$ cat src/inc/adct_pkg.sv
// Shared constants, types and helpers for the converter core timing block
package adct_pkg;

  localparam int ADDR_W = 3;
  localparam int DATA_W = 32;
  localparam int NUM_CORES = 2;

  // Register word indices
  localparam logic [ADDR_W-1:0] REG_DLY0 = 3'h0;
  localparam logic [ADDR_W-1:0] REG_DLY1 = 3'h1;
  localparam logic [ADDR_W-1:0] REG_CFG0 = 3'h2;
  localparam logic [ADDR_W-1:0] REG_CFG1 = 3'h3;
  localparam logic [ADDR_W-1:0] REG_DLYEN = 3'h4;
  localparam logic [ADDR_W-1:0] REG_RDYIRQ = 3'h5;
  localparam logic [ADDR_W-1:0] REG_PWR = 3'h6;
  localparam logic [ADDR_W-1:0] REG_STAT = 3'h7;

  // Field positions
  localparam int DLY_CNT_MSB = 9;
  localparam int DLY_CNT_LSB = 0;
  localparam int CFG_LEAD_MSB = 12;
  localparam int CFG_LEAD_LSB = 10;
  localparam int CFG_RES_MSB = 9;
  localparam int CFG_RES_LSB = 8;
  localparam int CFG_DIV_MSB = 6;
  localparam int CFG_DIV_LSB = 0;
  localparam int WARM_MSB = 11;
  localparam int WARM_LSB = 8;
  localparam int SHR_IE_BIT = 7;
  localparam int CORE_LO_MSB = 1;
  localparam int CORE_LO_LSB = 0;
  localparam int CORE_HI_MSB = 9;
  localparam int CORE_HI_LSB = 8;

  localparam logic [DATA_W-1:0] RD_ZERO = 32'h0000_0000;
  localparam logic [15:0] REG_RESET = 16'h0000;

  // Timing figures, in core clock periods unless noted
  localparam logic [15:0] DLY_OFFSET = 16'h0002;
  localparam logic [15:0] LEAD_OFFSET = 16'h0001;
  localparam logic [15:0] CONV_MIN_LEN = 16'h0009;
  localparam logic [7:0] DIV_MIN = 8'h02;
  localparam logic [3:0] WARM_MIN_EXP = 4'h4;
  localparam logic [15:0] CNT_ONE = 16'h0001;

  typedef struct packed {
    logic dly_en;
    logic [9:0] conv_cnt;
    logic [2:0] lead;
    logic [1:0] res;
    logic [6:0] div;
  } adct_cfg_s;

  typedef struct packed {
    logic ready;
    logic sample;
    logic convert;
    logic early;
    logic done;
  } adct_stat_s;

  typedef enum logic [2:0] {
    ST_OFF, ST_WARM, ST_IDLE, ST_DELAY, ST_START, ST_CONV
  } adct_core_e;

  // Source clock cycles per core clock period
  function automatic logic [7:0] div_cycles(input logic [6:0] code);
    return (code == 7'h00) ? DIV_MIN : {code, 1'b0};
  endfunction

  // Power-up delay in source clock cycles, scaled down by shift
  function automatic logic [15:0] warm_cycles(input logic [3:0] code,
                                              input int unsigned shift);
    logic [3:0] e;
    logic [15:0] v;
    e = (code < WARM_MIN_EXP) ? WARM_MIN_EXP : code;
    v = CNT_ONE << e;
    v = v >> shift;
    if (v == 16'h0000) begin
      v = CNT_ONE;
    end
    return v;
  endfunction

  // Conversion length in core clocks: result bits plus three
  function automatic logic [15:0] conv_len(input logic [1:0] res);
    return CONV_MIN_LEN + {13'h0000, res, 1'b0};
  endfunction

endpackage

$ cat src/design/adct_top.sv
// Register slave and two dedicated core sequencers with common interrupt
//
// Added by the designer: the register offsets and the Avalon-MM interface to the registers.
`timescale 1ns/1ps
// Behaviour
// - Per-core ready interrupt enable gates that core's ready event to interrupt
// - Conversion delay equals delay field plus two core clock periods
// - Core keeps sampling through the whole conversion delay
// - Conversion delay applies only when the core's delay enable is set
// - Delay disabled: sampling stops at trigger, conversion on next core clock
// - Early flag and interrupt come lead-code-plus-one core clocks before data
// - Upper delay register bits read zero and ignore writes
// - Common warm-up field sets power-up delay before a core is ready
module adct_top
  import adct_pkg::*;
#(
  parameter int unsigned WARM_SHIFT = 0
) (
  input wire logic sys_clk_i,
  input wire logic rst_n_i,
  input wire logic [ADDR_W-1:0] avs_address_i,
  input wire logic avs_read_i,
  input wire logic avs_write_i,
  input wire logic [DATA_W-1:0] avs_writedata_i,
  output logic [DATA_W-1:0] avs_readdata_o,
  output logic avs_waitrequest_o,
  input wire logic [NUM_CORES-1:0] trigger_i,
  output logic [NUM_CORES-1:0] sample_o,
  output logic [NUM_CORES-1:0] convert_o,
  output logic [NUM_CORES-1:0] data_ready_o,
  output logic irq_o
);

  // Bus slave state
  logic wait_r, wait_nxt;
  logic [DATA_W-1:0] rdata_r, rdata_nxt;
  logic wr_en;

  // Software registers
  adct_cfg_s cfg_r [NUM_CORES];
  adct_cfg_s cfg_nxt [NUM_CORES];
  logic [3:0] powerup_delay_r, powerup_delay_nxt;
  logic shared_ready_irq_enable_r, shared_ready_irq_enable_nxt;
  logic [NUM_CORES-1:0] ready_irq_en_r, ready_irq_en_nxt;
  logic [NUM_CORES-1:0] power_r, power_nxt;
  logic [NUM_CORES-1:0] early_flag_r, early_flag_nxt;

  // Event state
  logic [NUM_CORES-1:0] ready_prev_r, ready_prev_nxt;
  logic irq_r, irq_nxt;
  logic [NUM_CORES-1:0] irq_src;
  logic [NUM_CORES-1:0] data_ready_r, data_ready_nxt;

  adct_stat_s stat [NUM_CORES];
  logic [NUM_CORES-1:0] core_ready, core_early, core_done, core_sample;
  logic [NUM_CORES-1:0] core_convert;

  genvar g;
  generate
    for (g = 0; g < NUM_CORES; g++) begin : g_core
      adct_core #(
        .WARM_SHIFT(WARM_SHIFT)
      ) u_core (
        .sys_clk_i(sys_clk_i),
        .rst_n_i(rst_n_i),
        .cfg_i(cfg_r[g]),
        .power_i(power_r[g]),
        .warm_code_i(powerup_delay_r),
        .trigger_i(trigger_i[g]),
        .stat_o(stat[g])
      );
      assign core_ready[g] = stat[g].ready;
      assign core_early[g] = stat[g].early;
      assign core_done[g] = stat[g].done;
      assign core_sample[g] = stat[g].sample;
      assign core_convert[g] = stat[g].convert;
    end
  endgenerate

  assign sample_o = core_sample;
  assign convert_o = core_convert;
  assign data_ready_o = data_ready_r;
  assign avs_waitrequest_o = wait_r;
  assign avs_readdata_o = rdata_r;
  assign irq_o = irq_r;

  // Bus handshake: one wait cycle, then the access completes
  always_comb begin
    wait_nxt = 1'b1;
    if ((avs_read_i || avs_write_i) && wait_r) begin
      wait_nxt = 1'b0;
    end
    wr_en = avs_write_i && !wait_r;
  end

  function automatic logic [DATA_W-1:0] cfg_word(input adct_cfg_s c);
    logic [DATA_W-1:0] w;
    w = RD_ZERO;
    w[CFG_LEAD_MSB:CFG_LEAD_LSB] = c.lead;
    w[CFG_RES_MSB:CFG_RES_LSB] = c.res;
    w[CFG_DIV_MSB:CFG_DIV_LSB] = c.div;
    return w;
  endfunction

  function automatic logic [DATA_W-1:0] dly_word(input adct_cfg_s c);
    logic [DATA_W-1:0] w;
    w = RD_ZERO;
    w[DLY_CNT_MSB:DLY_CNT_LSB] = c.conv_cnt;
    return w;
  endfunction

  // Read data prepared during the wait cycle
  always_comb begin
    rdata_nxt = RD_ZERO;
    unique case (avs_address_i)
      REG_DLY0: rdata_nxt = dly_word(cfg_r[0]);
      REG_DLY1: rdata_nxt = dly_word(cfg_r[1]);
      REG_CFG0: rdata_nxt = cfg_word(cfg_r[0]);
      REG_CFG1: rdata_nxt = cfg_word(cfg_r[1]);
      REG_DLYEN: begin
        rdata_nxt[CORE_LO_LSB] = cfg_r[0].dly_en;
        rdata_nxt[CORE_LO_MSB] = cfg_r[1].dly_en;
      end
      REG_RDYIRQ: begin
        rdata_nxt[WARM_MSB:WARM_LSB] = powerup_delay_r;
        rdata_nxt[SHR_IE_BIT] = shared_ready_irq_enable_r;
        rdata_nxt[CORE_LO_MSB:CORE_LO_LSB] = ready_irq_en_r;
      end
      REG_PWR: begin
        rdata_nxt[CORE_HI_MSB:CORE_HI_LSB] = core_ready;
        rdata_nxt[CORE_LO_MSB:CORE_LO_LSB] = power_r;
      end
      REG_STAT: begin
        rdata_nxt[CORE_HI_MSB:CORE_HI_LSB] = core_convert;
        rdata_nxt[CORE_LO_MSB:CORE_LO_LSB] = early_flag_r;
      end
    endcase
    if (!(avs_read_i && wait_r)) begin
      rdata_nxt = rdata_r;
    end
  end

  // Register writes land at the edge where waitrequest is low
  always_comb begin
    cfg_nxt = cfg_r;
    powerup_delay_nxt = powerup_delay_r;
    shared_ready_irq_enable_nxt = shared_ready_irq_enable_r;
    ready_irq_en_nxt = ready_irq_en_r;
    power_nxt = power_r;
    early_flag_nxt = early_flag_r;
    if (wr_en) begin
      unique case (avs_address_i)
        REG_DLY0: cfg_nxt[0].conv_cnt =
          avs_writedata_i[DLY_CNT_MSB:DLY_CNT_LSB];
        REG_DLY1: cfg_nxt[1].conv_cnt =
          avs_writedata_i[DLY_CNT_MSB:DLY_CNT_LSB];
        REG_CFG0, REG_CFG1: begin
          cfg_nxt[avs_address_i[0]].lead =
            avs_writedata_i[CFG_LEAD_MSB:CFG_LEAD_LSB];
          cfg_nxt[avs_address_i[0]].res =
            avs_writedata_i[CFG_RES_MSB:CFG_RES_LSB];
          cfg_nxt[avs_address_i[0]].div =
            avs_writedata_i[CFG_DIV_MSB:CFG_DIV_LSB];
        end
        REG_DLYEN: begin
          cfg_nxt[0].dly_en = avs_writedata_i[CORE_LO_LSB];
          cfg_nxt[1].dly_en = avs_writedata_i[CORE_LO_MSB];
        end
        REG_RDYIRQ: begin
          powerup_delay_nxt = avs_writedata_i[WARM_MSB:WARM_LSB];
          shared_ready_irq_enable_nxt = avs_writedata_i[SHR_IE_BIT];
          ready_irq_en_nxt = avs_writedata_i[CORE_LO_MSB:CORE_LO_LSB];
        end
        REG_PWR: power_nxt = avs_writedata_i[CORE_LO_MSB:CORE_LO_LSB];
        REG_STAT: early_flag_nxt = early_flag_r
          & ~avs_writedata_i[CORE_LO_MSB:CORE_LO_LSB];
        default: ;
      endcase
    end
    // A new early event wins over a same-cycle clear
    early_flag_nxt = early_flag_nxt | core_early;
  end

  // Common interrupt: gated ready events and early events
  always_comb begin
    ready_prev_nxt = core_ready;
    // Data ready takes the same one-cycle lag as the early interrupt, so the
    // lead between them stays a whole number of core clocks
    data_ready_nxt = core_done;
    irq_src = (core_ready & ~ready_prev_r & ready_irq_en_r)
      | core_early;
    irq_nxt = |irq_src;
  end

  always_ff @(posedge sys_clk_i or negedge rst_n_i) begin
    if (!rst_n_i) begin
      wait_r <= 1'b1;
      rdata_r <= RD_ZERO;
    end else begin
      wait_r <= wait_nxt;
      rdata_r <= rdata_nxt;
    end
  end

  always_ff @(posedge sys_clk_i or negedge rst_n_i) begin
    if (!rst_n_i) begin
      cfg_r <= '{default: '0};
      powerup_delay_r <= REG_RESET[WARM_MSB:WARM_LSB];
      shared_ready_irq_enable_r <= REG_RESET[SHR_IE_BIT];
      ready_irq_en_r <= REG_RESET[CORE_LO_MSB:CORE_LO_LSB];
      power_r <= REG_RESET[CORE_LO_MSB:CORE_LO_LSB];
      early_flag_r <= REG_RESET[CORE_LO_MSB:CORE_LO_LSB];
    end else begin
      cfg_r <= cfg_nxt;
      powerup_delay_r <= powerup_delay_nxt;
      shared_ready_irq_enable_r <= shared_ready_irq_enable_nxt;
      ready_irq_en_r <= ready_irq_en_nxt;
      power_r <= power_nxt;
      early_flag_r <= early_flag_nxt;
    end
  end

  always_ff @(posedge sys_clk_i or negedge rst_n_i) begin
    if (!rst_n_i) begin
      ready_prev_r <= '0;
      irq_r <= 1'b0;
      data_ready_r <= '0;
    end else begin
      ready_prev_r <= ready_prev_nxt;
      irq_r <= irq_nxt;
      data_ready_r <= data_ready_nxt;
    end
  end
endmodule // adct_top

$ cat src/design/adct_core.sv
// One dedicated converter core sequencer: warm-up, sampling, conversion
`timescale 1ns/1ps
module adct_core
  import adct_pkg::*;
#(
  parameter int unsigned WARM_SHIFT = 0
) (
  input wire logic sys_clk_i,
  input wire logic rst_n_i,
  input wire adct_cfg_s cfg_i,
  input wire logic power_i,
  input wire logic [3:0] warm_code_i,
  input wire logic trigger_i,
  output adct_stat_s stat_o
);

  adct_core_e state_r, state_nxt;
  logic [15:0] cnt_r, cnt_nxt;
  logic [7:0] div_r, div_nxt;
  adct_stat_s stat_r, stat_nxt;
  logic tick;

  assign stat_o = stat_r;

  always_comb begin
    // A divider lowered below the running count ends the period at once
    tick = (div_r >= div_cycles(cfg_i.div) - 8'h01);
    div_nxt = tick ? 8'h00 : div_r + 8'h01;
    state_nxt = state_r;
    cnt_nxt = cnt_r;
    stat_nxt = '0;
    unique case (state_r)
      ST_OFF: begin
        if (power_i) begin
          state_nxt = ST_WARM;
          cnt_nxt = warm_cycles(warm_code_i, WARM_SHIFT);
        end
      end
      ST_WARM: begin
        if (cnt_r == CNT_ONE) begin
          state_nxt = ST_IDLE;
        end else begin
          cnt_nxt = cnt_r - CNT_ONE;
        end
      end
      ST_IDLE: begin
        if (trigger_i && cfg_i.dly_en) begin
          state_nxt = ST_DELAY;
          cnt_nxt = {6'h00, cfg_i.conv_cnt} + DLY_OFFSET;
        end else if (trigger_i) begin
          state_nxt = ST_START;
        end
      end
      ST_DELAY: begin
        if (tick && cnt_r == CNT_ONE) begin
          state_nxt = ST_CONV;
          cnt_nxt = conv_len(cfg_i.res);
        end else if (tick) begin
          cnt_nxt = cnt_r - CNT_ONE;
        end
      end
      ST_START: begin
        if (tick) begin
          state_nxt = ST_CONV;
          cnt_nxt = conv_len(cfg_i.res);
        end
      end
      ST_CONV: begin
        if (tick) begin
          cnt_nxt = cnt_r - CNT_ONE;
          stat_nxt.early = (cnt_nxt == {13'h0000, cfg_i.lead} + LEAD_OFFSET);
          if (cnt_r == CNT_ONE) begin
            stat_nxt.done = 1'b1;
            state_nxt = ST_IDLE;
          end
        end
      end
    endcase
    if (!power_i) begin
      state_nxt = ST_OFF;
      stat_nxt.early = 1'b0;
      stat_nxt.done = 1'b0;
    end
    stat_nxt.ready = (state_nxt != ST_OFF) && (state_nxt != ST_WARM);
    // Sampling continues through the delay and stops at conversion
    stat_nxt.sample = (state_nxt == ST_IDLE) || (state_nxt == ST_DELAY);
    stat_nxt.convert = (state_nxt == ST_CONV);
  end

  always_ff @(posedge sys_clk_i or negedge rst_n_i) begin
    if (!rst_n_i) begin
      state_r <= ST_OFF;
      cnt_r <= 16'h0000;
      div_r <= 8'h00;
      stat_r <= '0;
    end else begin
      state_r <= state_nxt;
      cnt_r <= cnt_nxt;
      div_r <= div_nxt;
      stat_r <= stat_nxt;
    end
  end
endmodule // adct_core

$ cat config.mk
export PLATFORM = sky130hd
export DESIGN_NAME = adct_top
export DESIGN_NICKNAME = d
export VERILOG_FILES = /design/src/inc/adct_pkg.sv /design/src/design/adct_top.sv /design/src/design/adct_core.sv
export SDC_FILE = /design/constraint.sdc
export NUM_CORES = 1
export LEC_CHECK = 0
export ABC_AREA = 0
export BUFFER_PORTS_ARGS = -buffer_cell sky130_fd_sc_hd__buf_2
export CAP_MARGIN = 5
export CORE_UTILIZATION = 35
export DETAILED_ROUTE_END_ITERATION = 8
export GPL_TIMING_DRIVEN = 0
export PLACE_DENSITY = 0.58
export SYNTH_ARGS = -nofsm -noshare
export SYNTH_HDL_FRONTEND = slang
export SYNTH_HIERARCHICAL = 1
export SYNTH_SLANG_ARGS = --single-unit
$ cat constraint.sdc
create_clock -name sys_clk_i -period 9.75 [get_ports sys_clk_i]
set_input_delay 0.4875 -clock sys_clk_i [delete_from_list [all_inputs] [get_ports sys_clk_i]]
set_output_delay 0.4875 -clock sys_clk_i [all_outputs]
set_load 0.02 [all_outputs]
# Yosys cells after proc, flatten, opt, wreduce, memory -nomap -nowiden
# Index checks and enable logic that the tools add are counted.
dict set report totals {
  register_bits 159
  inputBits 41
}
dict set report op_classes {
  add_sub_neg 12
  order_cmp 5
  n_eq_ne 37
  shift 1
  n_mux 66
  bitwise_logic 8
  n_reduce_logical 35
}
# operator count
set ops {}
lappend ops {{16-bit 2-to-1 mux} 13}
lappend ops {{16-bit case mux with 6 select lines} 2}
lappend ops {{46-bit bitwise mux} 3}
lappend ops {{23-bit demux with 1-bit select} 3}
lappend ops {{3-bit 2-to-1 mux} 14}
lappend ops {{10-bit case mux with 2 select lines} 2}
lappend ops {{3-bit case mux with 6 select lines} 2}
lappend ops {{16-bit by 1-bit equality test with 1-bit output (second input constant)} 2}
lappend ops {{16-bit equality test} 2}
lappend ops {{8-bit 2-to-1 mux} 4}
lappend ops {{16-bit by 1-bit subtractor with 16-bit output (second input constant)} 2}
lappend ops {{3-bit by 2-bit equality test with 1-bit output (second input constant)} 10}
lappend ops {{3-bit equality test (second input constant)} 10}
lappend ops {{10-bit by 2-bit adder with 11-bit output (second input constant)} 2}
lappend ops {{5-bit case mux with 4 select lines} 1}
lappend ops {{8-bit by 1-bit adder with 8-bit output (second input constant)} 2}
lappend ops {{8-bit greater-or-equal comparator} 2}
lappend ops {{16-bit logical NOT} 1}
lappend ops {{2-bit 2-to-1 mux} 8}
lappend ops {{2-bit case mux with 8 select lines} 1}
lappend ops {{1-bit by 4-bit << shifter with 16-bit output (first input constant)} 1}
lappend ops {{8-bit by 1-bit subtractor with 8-bit output (second input constant)} 2}
lappend ops {{7-bit logical NOT} 2}
lappend ops {{2-bit case mux with 7 select lines} 1}
lappend ops {{30 further kinds} 72}

# Longest topological paths before layout
dict set report logic_depth {
  word_depth 10
  mapped_depth 15
  ltp_nobuf 13
}

# Modules after synthesis
# Netlist, hierarchy kept.
# module instances cells_each area_each_um2 seq_area_each_um2
set by_module_without_submodules {}
lappend by_module_without_submodules {adct_core 2 385 3062.9 800.8}
lappend by_module_without_submodules {adct_top 1 296 3459.6 1903.1}

# Worst setup path before layout
# Ideal clock, no wire load.
dict set report synth_timing {
  kind {register to register}
  startpoint {reg cfg_r[2] (netlist bit)}
  endpoint {reg g_core[1].u_core.cnt_r[10]}
  setup_ns 0.126
  arrival_time_ns 2.972
  t_required_ns 9.624
  path_slack_ns 6.652
  path_stages_with_launch 16
  path_buffers 2
  period_less_slack_ns 3.098
  path_cell_list {dfrtp_1 nor4_1 a21o_1 inv_1 ha_1 nand2_1 xor2_1 ha_1 nand2_1 o21ai_0 a21o_1 clkbuf_1 o221a_1 buf_6 nand2_1 a221o_1}
}
dict set report synth_between {
  elab_chain_cells 7
  elab_cells_between_ends 10
  cone_classes {add/sub (1); order compare (1); eq/ne (1); mux (4); reduce/logical (3)}
}
# item line
set synth_lines {}
lappend synth_lines {{from (decl)} adct_top.sv:40} ;# adct_cfg_s cfg_r [NUM_CORES];
lappend synth_lines {{from (signal assigned)} adct_top.sv:214} ;# cfg_r <= cfg_nxt;
lappend synth_lines {{7-bit logical NOT} adct_pkg.sv:68} ;# return (code == 7'h00) ? DIV_MIN : {code, 1'b0};
lappend synth_lines {{8-bit 2-to-1 mux *} adct_pkg.sv:68}
lappend synth_lines {{8-bit by 1-bit subtractor with 8-bit output *} adct_core.sv:27} ;# tick = (div_r >= div_cycles(cfg_i.div) - 8'h01);
lappend synth_lines {{8-bit greater-or-equal comparator *} adct_core.sv:27}
lappend synth_lines {{16-bit 2-to-1 mux / 1-bit logical AND (equally long branches)} --}
lappend synth_lines {{16-bit 2-to-1 mux} adct_core.sv:55} ;# if (tick && cnt_r == CNT_ONE) begin
lappend synth_lines {{16-bit case mux with 6 select lines} adct_core.sv:32} ;# unique case (state_r)
lappend synth_lines {{to (signal assigned)} adct_core.sv:98} ;# cnt_r <= cnt_nxt;
lappend synth_lines {{to (decl)} adct_core.sv:18} ;# logic [15:0] cnt_r, cnt_nxt;
# Mark *: on every way between the ends. The rest lies on a longest branch, timed or not.
# A chain may end at the register's enable or synchronous reset.

==> impl_summary.log <==
INFO  metric run_status = finished with violations
INFO  metric violations = negative hold slack
INFO  metric reg2reg_setup_slack = 5.57 ns
INFO  metric worst_slew_margin = 0.189
INFO  metric area_growth_syn_to_layout = 13.9%
INFO  metric final.setup_skew = 0.0132 ns
INFO  metric num_io_pins = between 80 and 90
INFO  metric netlist-cell-type-count = between 80 and 90
INFO  metric yosys_most_used_dff = dfrtp_1
INFO  metric critical_path.max_fanout = 10
INFO  metric tritoncts = done
INFO  metric grt_first_pass_wirelength = 48700 um
INFO  metric dieArea = 28100 um^2
INFO  metric hold_class = input pin to asynchronous set/reset pin
INFO  metric cp-end-kind = flip-flop
INFO  metric reg2reg_depth = 13
INFO  metric setup_viol = 0
INFO  metric yosys.area_share.xor_xnor = 0.0457
INFO  metric layout_worst_path_cycle_share = 0.429
INFO  metric synth_area_per_cell = roughly 9.0 um^2
INFO  metric antenna_left = 0
INFO  metric synth_area = 9590 um^2
INFO  metric clock_slew_at_reported_path_ffs = about 0.07 ns
INFO  metric overall_overflow_remaining_after_global_route = 0
INFO  metric worst_ir_drop_vdd = 0.000121 V
INFO  metric met2WireLength = ~13000 um
INFO  metric layout_cells_sized_above_1 = 0.173
INFO  metric dr_vias = approximately 9000
INFO  metric drv_cap = 0
INFO  metric floorplan.initialDensity = 0.357
INFO  metric wl = 31300 um
INFO  metric cts_root_buf = clkbuf_16
INFO  metric timing_hold_violations_final = 6
INFO  metric tritoncts_num_sinks = between 100 and 150
INFO  metric yosys_warnings = 6
INFO  metric worstReg2RegEnd = g_core[1].u_core/stat_o[1]$_DFF_PN0_
INFO  metric worst-endpoint-required = between 10 and 15 ns
INFO  metric drc = 0
INFO  metric post-cts-setup-buffer-count = 0
INFO  metric final-max-slew-violation-count = 0
INFO  metric chipWidth = roughly 170 um
INFO  metric first_global_vias = a little over 8000
INFO  metric routed-wl-met3 = 2420 um
INFO  metric synth_compound_gate_area_share = 0.213
INFO  metric synthMuxAreaShare = 0.0637
INFO  metric post_synth_and_or_nand_nor_area_fraction = 0.213
INFO  metric cp_cell_sequence = nor4_1, a21o_1, inv_1, ha_1, xnor2_1, ha_1, nand2_1, o21ai_0, a21o_1, clkbuf_1, clkbuf_1, nand4_1, nor4_1
INFO  metric rsz0062_at_grt = false
INFO  metric globalRouteTotalUtil = 0.226
INFO  metric cts_inserted_buffers = 17
INFO  metric synth_seq_cells = 140
INFO  metric num_rows = 60
INFO  metric cts_hold_buffers = 0
INFO  metric clock_insertion_delay_worst_skew = 0.43 ns
INFO  metric final.fill_count = around 2700
INFO  metric metal_1_wl = around 15000 um
INFO  metric setup-tns-final = 0 ns
INFO  metric crit_path_end = g_core[1].u_core/stat_o[1]$_DFF_PN0_
INFO  metric routed_via_density = 5.98
INFO  metric largest_net_degree_at_the_start_of_global_routing = between 90 and 100
INFO  metric setup.worst_path.start = cfg_r[2]$_DFFE_PN0P_
INFO  metric dr.max_layer_used = met4
INFO  metric ys_seq_area_frac = 0.366
INFO  metric routedWlPerCell = roughly 21 um
INFO  metric number_of_enable_flip_flop_cells_after_synthesis = 0
INFO  metric leakagePower = 0.00472 uW
INFO  metric power.total = 3110 uW
INFO  metric cpMaxStageDelayCell = nor4_1
INFO  metric layout.cells.most_common = dfrtp_1
INFO  metric cp_data_arrival_time = 4.44 ns
INFO  metric worst_setup_path_start_kind = flip-flop
INFO  metric cp_slowest_stage_delay = approximately 0.57 ns
INFO  metric placeableCoreArea = 26900 um^2
INFO  metric ff_latch_area = 3500 um^2
INFO  metric tightest_slew = approximately 1.2 ns
INFO  metric fin_nets = 1213
INFO  metric dominant_combinational_cell_family_by_area_after_synthesis = compound AO/OA/AOI/OAI gates
INFO  metric cellPowerDensity = 285 nW/um^2
INFO  metric initialDrtViolationCount = 1147
INFO  metric cts.htree.levels = 4
INFO  metric antenna-diode-count = 0
INFO  metric critPathKind = flip-flop to flip-flop
INFO  metric clock.fmax = 0.239 GHz
INFO  metric hold_ws = -0.0178 ns
INFO  metric timing.final.crit_period = about 4.2 ns
INFO  metric cts_max_path_buffers = 2
INFO  metric detailedRoute.firstPassIterationCount = 6
INFO  metric floorplan.die.height = 167 um
INFO  metric place_hpwl = 23100 um
INFO  metric multi_input_comb_area = about 5500 um^2
INFO  metric synth-async-reset-ratio = 1.00
INFO  metric antenna_violations_before_repair = 0
INFO  metric io_buffer_count = 42
INFO  metric adder_and_majority_cell_fraction_of_the_synthesized_area = 0.0360
INFO  metric r2r-start = cfg_r[2]$_DFFE_PN0P_
INFO  metric layout_common_cells = 139 x dfrtp_1, 108 x nand2_1, 78 x nor2_1
INFO  metric gpl.final_weighted_congestion = 0.955
INFO  metric cts.repair.resized = 0
INFO  metric syn-instance-count = around 1100
[sequential cells by signal, summed over array words and instances, names as in the netlist]
signal / flops
avs_readdata_o: 13
avs_waitrequest_o: 1
cfg_r: 46
data_ready_o: 2
early_flag_r: 2
g_core.u_core/cnt_r: 32
g_core.u_core/div_r: 16
g_core.u_core/stat_o: 10
g_core.u_core/state_r: 6
irq_o: 1
power_r: 2
powerup_delay_r: 4
ready_irq_en_r: 2
ready_prev_r: 2
shared_ready_irq_enable_r: 1
[worst min path at each step]
stage,from,end,slack [ns],depth (start not counted)
after global routing,rst_n_i,g_core[1].u_core/cnt_r[14]$_DFFE_PN0P_,0.01,1
final,rst_n_i,g_core[1].u_core/cnt_r[14]$_DFFE_PN0P_,-0.02,1
after detailed placement,g_core[1].u_core/stat_o[0]$_DFF_PN0_,data_ready_o[1]$_DFF_PN0_,0.34,0
after floorplan,rst_n_i,avs_readdata_o[0]$_DFFE_PN0P_,0.19,0
after global placement,g_core[0].u_core/stat_o[0]$_DFF_PN0_,data_ready_o[0]$_DFF_PN0_,0.33,0
after CTS,rst_n_i,g_core[1].u_core/cnt_r[14]$_DFFE_PN0P_,0.006,1
[power breakdown]
group	leakage (uW)	internal, uW	switching (uW)
clock	0.000288	389	278
combinational	0.00262	575	907
sequential	0.00181	733	226
[per-layer routing]
metal	up-vias	global-route usage
met5	-	0
met4	0	0.0870
met3	57	0.0376
met2	433	0.317
met1	4355	0.340
li1	4127	-
[through the flow]
stage	worst slack, ns	cell area [um^2]	cells	utilization	hold WS, ns
3_5_place_dp	5.64	10300	1468	0.384	0.340
2_1_floorplan	6.65	9650	1084	-	0.192
6_report	5.57	10900	1500	0.406	-0.0178
5_1_grt	5.26	10900	1500	0.406	0.0141
4_1_cts	5.58	10900	1500	0.406	0.00552
3_3_place_gp	5.62	10300	1467	0.383	0.335
[kinds of logic after synthesis]
group                    count (synthesis)
other                                    1
flip-flops                             140
multiplexers                            50
buffers and inverters                  109
AO/OA/AOI/OAI                          296
XOR/XNOR                                50
adder cells (fa/ha/maj)                 28
AND/OR/NAND/NOR                        392
[Yosys cell counts (11+ instances only)]
cell | number | share of area
dfrtp_1 | 139 | 0.36
a21o_1 | 11 | 0.0086
nor2_1 | 78 | 0.031
inv_1 | 21 | 0.0082
nor2b_1 | 15 | 0.0098
a31oi_1 | 19 | 0.012
nand2b_1 | 11 | 0.0072
and3_1 | 18 | 0.012
ha_1 | 26 | 0.034
mux2_2 | 38 | 0.045
buf_6 | 11 | 0.013
nor4_1 | 22 | 0.014
xnor2_1 | 26 | 0.024
buf_4 | 24 | 0.019
nand3_1 | 35 | 0.018
o21ai_0 | 63 | 0.033
nor3_1 | 27 | 0.014
clkbuf_1 | 37 | 0.014
xor2_1 | 24 | 0.022
a21oi_1 | 55 | 0.029
o22ai_1 | 23 | 0.015
nand2_1 | 108 | 0.042
buf_2 | 14 | 0.0073
[layout make-up]
type,count,area share
Clock inverter,14,0.0145
Buffer,88,0.0477
Clock buffer,18,0.0402
Inverter,21,0.00722
Sequential cell,140,0.321
Tap cell,341,0.0391
Timing Repair Buffer,43,0.0223
Multi-Input combinational cell,835,0.508
[critical path, delay by kind of cell, from the launching register on]
kind | cells | cell delay [ns]
XOR/XNOR | 1 | 0.14
AND/OR/NAND/NOR | 4 | 1.21
AO/OA/AOI/OAI | 3 | 0.67
flip-flops | 1 | 0.45
adder cells (fa/ha/maj) | 2 | 0.51
buffers and inverters | 3 | 1.03
Note: power is estimated with default switching activity, not from simulation.
